--- src/erb_consts.vh ---
`ifndef ERB_CONSTS_VH
`define ERB_CONSTS_VH
// Opcode field width and codes within the frame that follows the start bit.
`define ERB_OP_W         2
`define ERB_OP_READ      2'b10
`define ERB_OP_WRITE     2'b01
`define ERB_OP_ERASE     2'b11
`define ERB_OP_EXT       2'b00
// Extended command codes, held in the two upper address bits.
`define ERB_EXT_LOCK     2'b00
`define ERB_EXT_ENABLE   2'b11
// Variant groups.
`define ERB_GRP_W        3
`define ERB_GRP_1        3'h1
`define ERB_GRP_2        3'h2
`define ERB_GRP_3        3'h3
`define ERB_GRP_4        3'h4
`define ERB_GRP_5        3'h5
// Frame states.
`define ERB_ST_W         3
`define ERB_ST_IDLE      3'h0
`define ERB_ST_OP        3'h1
`define ERB_ST_ADDR      3'h2
`define ERB_ST_DATA      3'h3
`define ERB_ST_READ      3'h4
`define ERB_ST_WAIT      3'h5
`define ERB_ST_IGNORE    3'h6
`endif

--- src/erb_core.v ---
// Operation
// [RL1] During a write cycle with select high, data out is driven low, then high when it ends; group 1 floats once it ends.
// [RL2] Groups 1 to 3 leave data out floating when select rises after the cycle has ended; groups 2, 3 drive high if select fell during the cycle.
// [RL3] Groups 4 and 5 drive data out high when select rises after the cycle has ended.
// [RL4] Groups 4 and 5 hold that ready level until a start bit is seen, then float.
// [RL5] With select high, a clock rise sampling data in high is a start bit, even right after a write.
// [RL6] The write cycle length is variable and its end is not tied to any clock count.
// [RL7] After the enable command, an erase sets every bit of the addressed word to one.
// [RL8] The host lowers select at the end of every command.
// [RL9] The host finds write completion by polling data out, not by a fixed delay.
// [RL10] The host polling routine ends with select low.
// [RL11] The host keeps the clock still while select is high during a write cycle.
// [RL12] Groups 1, 3, 5 start the write on the last data bit edge; groups 2, 4 on select falling.
// [RL13] In group 1 after polling, select must go low then high before a next command is taken.
// [RL14] With select low and no read running, data out floats.
`timescale 1ns/100ps
`include "erb_consts.vh"
module erb_core #(
  parameter AW    = 6,                   // address bits
  parameter DW    = 16,                  // data bits
  parameter GROUP = 3'h4                 // variant group, 1 to 5
) (
  input  wire          mclk_i,           // system clock, 50 MHz
  input  wire          arst_n_i,         // asynchronous reset, active low
  input  wire          cs_i,             // chip select pin
  input  wire          sclk_i,           // serial clock pin from the host
  input  wire          sdi_i,            // serial data in pin
  output reg           sdo_o,            // serial data out level
  output reg           sdo_oe_o,         // serial data out enable, high drives
  input  wire          wr_done_i,        // write cycle finished, level from the cell array
  output reg           wr_start_o,       // one-cycle pulse starting a write cycle
  output reg  [AW-1:0] wr_addr_o,        // address of the write in progress
  output reg  [DW-1:0] wr_data_o,        // data of the write in progress
  output reg  [AW-1:0] rd_addr_o,        // address being read
  input  wire [DW-1:0] rd_data_i,        // array word at rd_addr_o
  output reg           busy_o            // write cycle in progress
);
  localparam CW = 6;
  localparam NEW_GRP = (GROUP == `ERB_GRP_4) || (GROUP == `ERB_GRP_5);
  localparam CS_STARTS = (GROUP == `ERB_GRP_2) || (GROUP == `ERB_GRP_4);
  localparam [CW-1:0] AW_LAST = AW - 1;
  localparam [CW-1:0] DW_LAST = DW - 1;

  ////////////////////////////////////////////////////////////////////////////
  // Pin synchronisers; the first stage is read only by the second.
  reg [1:0] cs_s_r, ck_s_r, di_s_r, dn_s_r;
  reg       ck_d_r, cs_d_r;
  always @(posedge mclk_i or negedge arst_n_i) begin
    if (!arst_n_i) begin
      cs_s_r <= 2'b00;
      ck_s_r <= 2'b00;
      di_s_r <= 2'b00;
      dn_s_r <= 2'b00;
      ck_d_r <= 1'b0;
      cs_d_r <= 1'b0;
    end else begin
      cs_s_r <= {cs_s_r[0], cs_i};
      ck_s_r <= {ck_s_r[0], sclk_i};
      di_s_r <= {di_s_r[0], sdi_i};
      dn_s_r <= {dn_s_r[0], wr_done_i};
      ck_d_r <= ck_s_r[1];
      cs_d_r <= cs_s_r[1];
    end
  end
  wire cs   = cs_s_r[1];
  wire di   = di_s_r[1];
  wire done = dn_s_r[1];
  wire ck_rise = ck_s_r[1] & ~ck_d_r;
  wire ck_fall = ~ck_s_r[1] & ck_d_r;
  wire cs_rise = cs & ~cs_d_r;
  wire cs_fall = ~cs & cs_d_r;

  ////////////////////////////////////////////////////////////////////////////
  // Frame decoder and write cycle tracking.
  reg [`ERB_ST_W-1:0] st_r;
  reg [`ERB_OP_W-1:0] op_r;
  reg [CW-1:0]        cnt_r;
  reg [AW-1:0]        addr_r;
  reg [DW-1:0]        data_r;
  reg [DW-1:0]        rsh_r;
  reg                 wen_r;             // erase and write enabled
  reg                 pend_r;            // write armed, waiting for select low
  reg                 busy_r;
  reg                 rdy_r;             // ready level is being driven
  reg                 poll_r;            // select was high through a busy phase
  reg                 block_r;           // commands held off until select cycles
  wire start = cs & ck_rise & di & (st_r == `ERB_ST_IDLE) & ~busy_r & ~block_r;
  wire is_erase = (op_r == `ERB_OP_ERASE);
  wire last_in = ck_rise & (st_r == `ERB_ST_DATA) & (cnt_r == DW_LAST);
  wire go_clk = ~CS_STARTS & last_in & wen_r;                           // [RL12]
  wire go_cs  = CS_STARTS & pend_r & cs_fall;                           // [RL12]
  wire addr_go = ck_rise & (st_r == `ERB_ST_ADDR) & (cnt_r == AW_LAST) & wen_r;
  wire ers_go = addr_go & is_erase;                                     // [RL7]

  always @(posedge mclk_i or negedge arst_n_i) begin
    if (!arst_n_i) begin
      st_r       <= `ERB_ST_IDLE;
      op_r       <= 2'b00;
      cnt_r      <= 6'h00;
      addr_r     <= {AW{1'b0}};
      data_r     <= {DW{1'b0}};
      rsh_r      <= {DW{1'b0}};
      wen_r      <= 1'b0;
      pend_r     <= 1'b0;
      busy_r     <= 1'b0;
      rdy_r      <= 1'b0;
      poll_r     <= 1'b0;
      block_r    <= 1'b0;
      wr_start_o <= 1'b0;
      wr_addr_o  <= {AW{1'b0}};
      wr_data_o  <= {DW{1'b0}};
    end else begin
      wr_start_o <= 1'b0;
      if (!cs) begin
        st_r <= `ERB_ST_IDLE;
        rdy_r <= 1'b0;
        if (cs_fall & block_r & ~busy_r)
          block_r <= 1'b0;                                              // [RL13]
        // A finished poll must not leave a ready level for a later select rise.
        if (cs_fall & ~busy_r)
          poll_r <= 1'b0;                                               // [RL2]
      end else if (start) begin
        st_r <= `ERB_ST_OP;                                             // [RL5]
        cnt_r <= 6'h00;
        rdy_r <= 1'b0;                                                  // [RL4]
      end else if (ck_rise) begin
        case (st_r)
          `ERB_ST_OP: begin
            op_r <= {op_r[0], di};
            if (cnt_r == 6'h01) begin
              st_r <= `ERB_ST_ADDR;
              cnt_r <= 6'h00;
            end else cnt_r <= cnt_r + 6'h01;
          end
          `ERB_ST_ADDR: begin
            addr_r <= {addr_r[AW-2:0], di};
            cnt_r <= (cnt_r == AW_LAST) ? 6'h00 : cnt_r + 6'h01;
            if (cnt_r == AW_LAST) begin
              case (op_r)
                `ERB_OP_READ: st_r <= `ERB_ST_READ;
                `ERB_OP_WRITE: st_r <= `ERB_ST_DATA;
                `ERB_OP_ERASE: st_r <= `ERB_ST_WAIT;
                default: begin
                  st_r <= `ERB_ST_IGNORE;
                  if (addr_r[AW-2 -: 2] == `ERB_EXT_ENABLE) wen_r <= 1'b1;
                  if (addr_r[AW-2 -: 2] == `ERB_EXT_LOCK) wen_r <= 1'b0;
                end
              endcase
            end
          end
          `ERB_ST_DATA: begin
            data_r <= {data_r[DW-2:0], di};
            cnt_r <= cnt_r + 6'h01;
            if (cnt_r == DW_LAST) st_r <= `ERB_ST_WAIT;
          end
          default: ;
        endcase
      end
      // Erase writes all ones; the array sees it as an ordinary write.
      if (ers_go | (last_in & wen_r)) begin
        wr_addr_o <= ers_go ? {addr_r[AW-2:0], di} : addr_r;
        wr_data_o <= ers_go ? {DW{1'b1}} : {data_r[DW-2:0], di};       // [RL7]
        if (CS_STARTS) pend_r <= 1'b1;
      end
      if (go_clk | go_cs | (ers_go & ~CS_STARTS)) begin
        wr_start_o <= 1'b1;
        busy_r <= 1'b1;
        pend_r <= 1'b0;
        poll_r <= 1'b0;
      end else if (busy_r & wr_start_o == 1'b0 & done) begin
        // Completion is taken whenever the array says so, never counted.
        busy_r <= 1'b0;                                                 // [RL6]
        if (GROUP == `ERB_GRP_1 && poll_r) block_r <= 1'b1;             // [RL13]
        if (NEW_GRP && cs) rdy_r <= 1'b1;                               // [RL1]
      end
      if (busy_r & cs) poll_r <= 1'b1;
      if (NEW_GRP && cs_rise && !busy_r && !pend_r && st_r == `ERB_ST_IDLE)
        rdy_r <= 1'b1;                                                  // [RL3]
      if (ck_rise & (st_r == `ERB_ST_ADDR) & (cnt_r == AW_LAST))
        rsh_r <= rd_data_i;
      else if (ck_fall & (st_r == `ERB_ST_READ))
        rsh_r <= {rsh_r[DW-2:0], 1'b0};
    end
  end

  ////////////////////////////////////////////////////////////////////////////
  // Data out. Original groups drive ready only if select was high during busy, so a late poll sees a float.
  always @(posedge mclk_i or negedge arst_n_i) begin
    if (!arst_n_i) begin
      sdo_o     <= 1'b0;
      sdo_oe_o  <= 1'b0;
      rd_addr_o <= {AW{1'b0}};
      busy_o    <= 1'b0;
    end else begin
      busy_o <= busy_r;
      rd_addr_o <= addr_r;
      if (!cs) begin
        sdo_oe_o <= 1'b0;                                               // [RL14]
        sdo_o <= 1'b0;
      end else if (busy_r) begin
        sdo_oe_o <= 1'b1;                                               // [RL1]
        sdo_o <= 1'b0;
      end else if (st_r == `ERB_ST_READ) begin
        sdo_oe_o <= 1'b1;
        sdo_o <= rsh_r[DW-1];
      end else if (rdy_r | (poll_r & ~NEW_GRP & st_r == `ERB_ST_IDLE & ~block_r)) begin
        sdo_oe_o <= 1'b1;                                               // [RL1] [RL4]
        sdo_o <= 1'b1;
      end else begin
        sdo_oe_o <= 1'b0;                                               // [RL2]
        sdo_o <= 1'b0;
      end
    end
  end
endmodule // erb_core

--- config.mk ---
export PLATFORM = sky130hd
export DESIGN_NAME = erb_core
export DESIGN_NICKNAME = d
export VERILOG_FILES = /design/src/erb_core.v
export VERILOG_INCLUDE_DIRS = /design/src
export SDC_FILE = /design/constraint.sdc
export NUM_CORES = 1
export LEC_CHECK = 0
export ABC_AREA = 1
export BUFFER_PORTS_ARGS = -buffer_cell sky130_fd_sc_hd__buf_2
export CAP_MARGIN = 0
export CORE_ASPECT_RATIO = 1.1
export CORE_UTILIZATION = 25
export CTS_CLUSTER_SIZE = 40
export DETAILED_ROUTE_END_ITERATION = 16
export PLACE_DENSITY = 0.39
export RECOVER_POWER = 50
export SLEW_MARGIN = 20
export SYNTH_ARGS = -nofsm -noshare
export SYNTH_HDL_FRONTEND = slang
export SYNTH_SLANG_ARGS = --single-unit
--- constraint.sdc ---
create_clock -name mclk_i -period 2.6 [get_ports mclk_i]
set_input_delay 0.39 -clock mclk_i [delete_from_list [all_inputs] [get_ports mclk_i]]
set_output_delay 0.39 -clock mclk_i [all_outputs]
set_load 0.02 [all_outputs]
==> flow_summary_export.csv <==
group,metric,value,unit
place,postPlaceCellArea,4600,µm²
critical_path,r2r_cells,7,
grt,grt_usage,12.1,%
yosys,syn-mean-instance-area,9.04,µm²
yosys,synthMuxAreaShare,0,%
clock_network,cts.sinks,94,
timing,maxSlewHeadroom,42.7,%
place,place_hpwl,6.55,mm
hold_path,hold_path_end,"di_s_r[0]",
critical_path,timing.rr.end,"rsh_r[1]",
finish,fin_area,4900,µm²
clock_network,insertion_delay,360,ps
timing,slew_violations,0,
finish,layout-drive-gt1-share,16.4,%
yosys,synth-compound-area-share,11.5,%
yosys,synth-seq-area-share,56.8,%
critical_path,cp_data_arrival_time,2200,ps
detailed_routing,drt_iter0_markers,192,
yosys,ys_ff_latch,94,
die,std_cell_rows,48,
timing,max_freq,519,MHz
grt,antenna_found_initial,0,
critical_path,cpPeakStageDelay,470,ps
timing,finalSetupViolCount,0,
detailed_routing,dr.pass1.iters,5,
yosys,ys_warn_count,0,
yosys,syn_nets,483,
finish,num_antenna_cells,0,
yosys,synth_fa_ha_area_share,0.907,%
yosys,synth_xor_area_share,0.212,%
power,power.density,750,nW/µm²
status,status,"finished clean",
yosys,ys_types,30,
grt,grt_pass1_vias,3223,
place,place_congestion,0.764,
die,die_height,137,µm
die,die-area,17100,µm²
yosys,synth_area_leaders,"dfrtp_1, nand2_1, nor2_1",
clock_network,cts_root_buf,"clkbuf_16",
clock_network,ctsResizeCount,0,
timing,fin_crit,1930,ps
clock_network,cts_tree,"built",
critical_path,crit_top_cell,"nor2_1",
critical_path,cp_cell_sequence,"nor2_1 -> inv_2 -> nor2_1 -> nand3_2 -> nand2_4 -> nand2_1 -> o21ai_0",
grt,grt_pass1_wl,16.3,mm
finish,area_growth,18.4,%
timing,tns,0,ps
detailed_routing,drtAntennaViolNets,0,
hold_path,hold_path_startpoint,"sdi_i",
die,initial_core_util,26.0,%
hold_path,min_path_cells,1,
critical_path,slowest_stage,"dfrtp_1",
timing,rsz0062_at_grt,"false",
finish,n_fill_cell,1679,
critical_path,r2r_setup_slack,670,ps
finish,seq_area,2350,µm²
critical_path,start_kind,"flop",
yosys,synth_area,4140,µm²
die,fp.coreArea,15900,µm²
power,ir_worst_vdd,0.000262,V
flow_run,max_cap_viol_count,0,
timing,finalCritPeriodShare,74.1,%
grt,grt-ovfl-total,0,
detailed_routing,route.detailed.drc,0,
critical_path,r2r_start,"st_r[0]",
critical_path,crit_path_end_kind,"flop",
hold_path,hold_class,"input pin to flop",
place,io_buffers,53,
detailed_routing,viasPerCell,4.41,
critical_path,cp.required,2880,ps
timing,clock_skew,6.24,ps
die,ios,54,
grt,grt_max_degree,41,
detailed_routing,vias,3166,
yosys,synthDominantCellAreaShare,56.8,%
critical_path,path_class,"flop to flop",
timing,finalHoldViolCount,0,
clock_network,clkTransAtPathRegs,60,ps
clock_network,clock_path_buffers,2,
finish,finalNetCount,538,
yosys,synth_top_area_cell,"dfrtp_1",
detailed_routing,routed_wl,9.55,mm
critical_path,cp_max_fo,16,
clock_network,cts.hold.buffers_added,1,
clock_network,cts_buffers,9,
detailed_routing,wl_per_cell,13.3,µm
yosys,syn_inst,458,
clock_network,cts_setup_buffers,0,
clock_network,cts_htree_levels,3,
timing,tightest_slew,860,ps
yosys,synth_top_family_by_area,"simple AND/OR/NAND/NOR gates",
power,p_leak,0.00247,µW
yosys,synthSimpleGateAreaFrac,23.0,%
finish,multi_input_area,1470,µm²
die,die_w,125,µm
[flip-flops by register name, indices dropped and copies added (netlist names), 2 cells and up]
name,flops
rsh_r,16
wr_data_o,16
data_r,15
addr_r,6
cnt_r,6
rd_addr_o,6
wr_addr_o,6
st_r,3
ck_s_r,2
cs_s_r,2
di_s_r,2
dn_s_r,2
op_r,2
[cell usage in the layout (no fill, tap or decap)]
master | Yosys | layout
dfrtp_1 | 94 | 94
o21ai_2 | 6 | 6
a21oi_1 | 19 | 19
xor2_1 | 1 | 1
clkbuf_16 | 0 | 9
o21ai_0 | 15 | 15
clkbuf_1 | 1 | 18
o22ai_1 | 13 | 13
nor2_2 | 4 | 2
dlygate4sd3_1 | 0 | 1
clkbuf_8 | 0 | 3
buf_12 | 0 | 1
clkbuf_2 | 0 | 1
buf_2 | 5 | 34
nand2_1 | 74 | 74
a21oi_4 | 1 | 1
inv_2 | 6 | 6
nor2_4 | 2 | 2
buf_4 | 7 | 5
nor2_8 | 1 | 1
nand3_2 | 1 | 1
nor3_1 | 5 | 5
nand4_1 | 6 | 6
ha_1 | 3 | 3
clkinv_4 | 0 | 1
nand2_2 | 3 | 3
nor2_1 | 69 | 71
clkinvlp_4 | 0 | 2
bufinv_16 | 0 | 1
nand4_2 | 1 | 1
nand2_4 | 5 | 5
o211ai_1 | 1 | 1
nand3_1 | 33 | 33
o21ai_1 | 28 | 28
inv_1 | 47 | 47
o21a_1 | 1 | 1
nand3b_1 | 3 | 3
[per-layer routing]
metal	global-route usage [%]	share of wire, %
met1	15.4	48
met3	2.31	3.2
met5	0	0
met2	19.2	46
met4	7.43	2.5
[Yosys cell counts]
master,instances
a21oi_1,19
a21oi_4,1
buf_2,5
buf_4,7
buf_6,3
clkbuf_1,1
dfrtp_1,94
ha_1,3
inv_1,47
inv_2,6
nand2_1,74
nand2_2,3
nand2_4,5
nand3_1,33
nand3_2,1
nand3b_1,3
nand4_1,6
nand4_2,1
nor2_1,69
nor2_2,4
nor2_4,2
nor2_8,1
nor3_1,5
o211ai_1,1
o21a_1,1
o21ai_0,15
o21ai_1,28
o21ai_2,6
o22ai_1,13
xor2_1,1
[final cells by class]
type | count | area share [%]
timing repair buffer | 60 | 6.33
sequential | 94 | 48.0
clock inverter | 4 | 1.10
clock buffer | 12 | 5.44
inverter | 53 | 4.06
tap | 200 | 5.11
multi-input combinational | 295 | 30.0
[stage by stage]
step	worst slack, ps	hold slack [ps]	std cells	power (µW)	utilization (%)
5_1_grt	474	136	718	3890	30.8
4_1_cts	734	122	718	3740	31.0
3_3_place_gp	755	333	701	2290	28.9
2_1_floorplan	1080	94.4	458	2140	-
3_5_place_dp	746	336	701	2310	28.9
6_report	674	137	718	3670	30.8
[logic make-up after synthesis]
kind of cell	after synthesis
AOI/OAI and AO/OA	84
and+or+nand+nor	207
buffers and inverters	69
DFF	94
xor gates and xnor gates	1
adders and majority gates	3
[how the worst max path moves through the flow]
stage	end	cells after the start	from
2_1_floorplan	wr_addr_o[4]	12	cnt_r[1]
3_3_place_gp	data_r[10]	6	cs_s_r[1]
3_5_place_dp	data_r[10]	6	cs_s_r[1]
4_1_cts	data_r[10]	6	cs_s_r[1]
5_1_grt	rsh_r[1]	7	st_r[0]
6_report	rsh_r[1]	7	st_r[0]
[where the power goes]
group          switching [µW]  internal (µW)  leakage, µW
clock                     581            826     0.000151
combinational             292            184      0.00107
sequential                141           1650      0.00126
[worst max-delay path: cells and delay by family (launching register included)]
family | cells | cell delay [ps]
and+or+nand+nor | 5 | 1150
AOI/OAI and AO/OA | 1 | 130
DFF | 1 | 470
buffers and inverters | 1 | 80
Power figures use the tool's default switching activity.
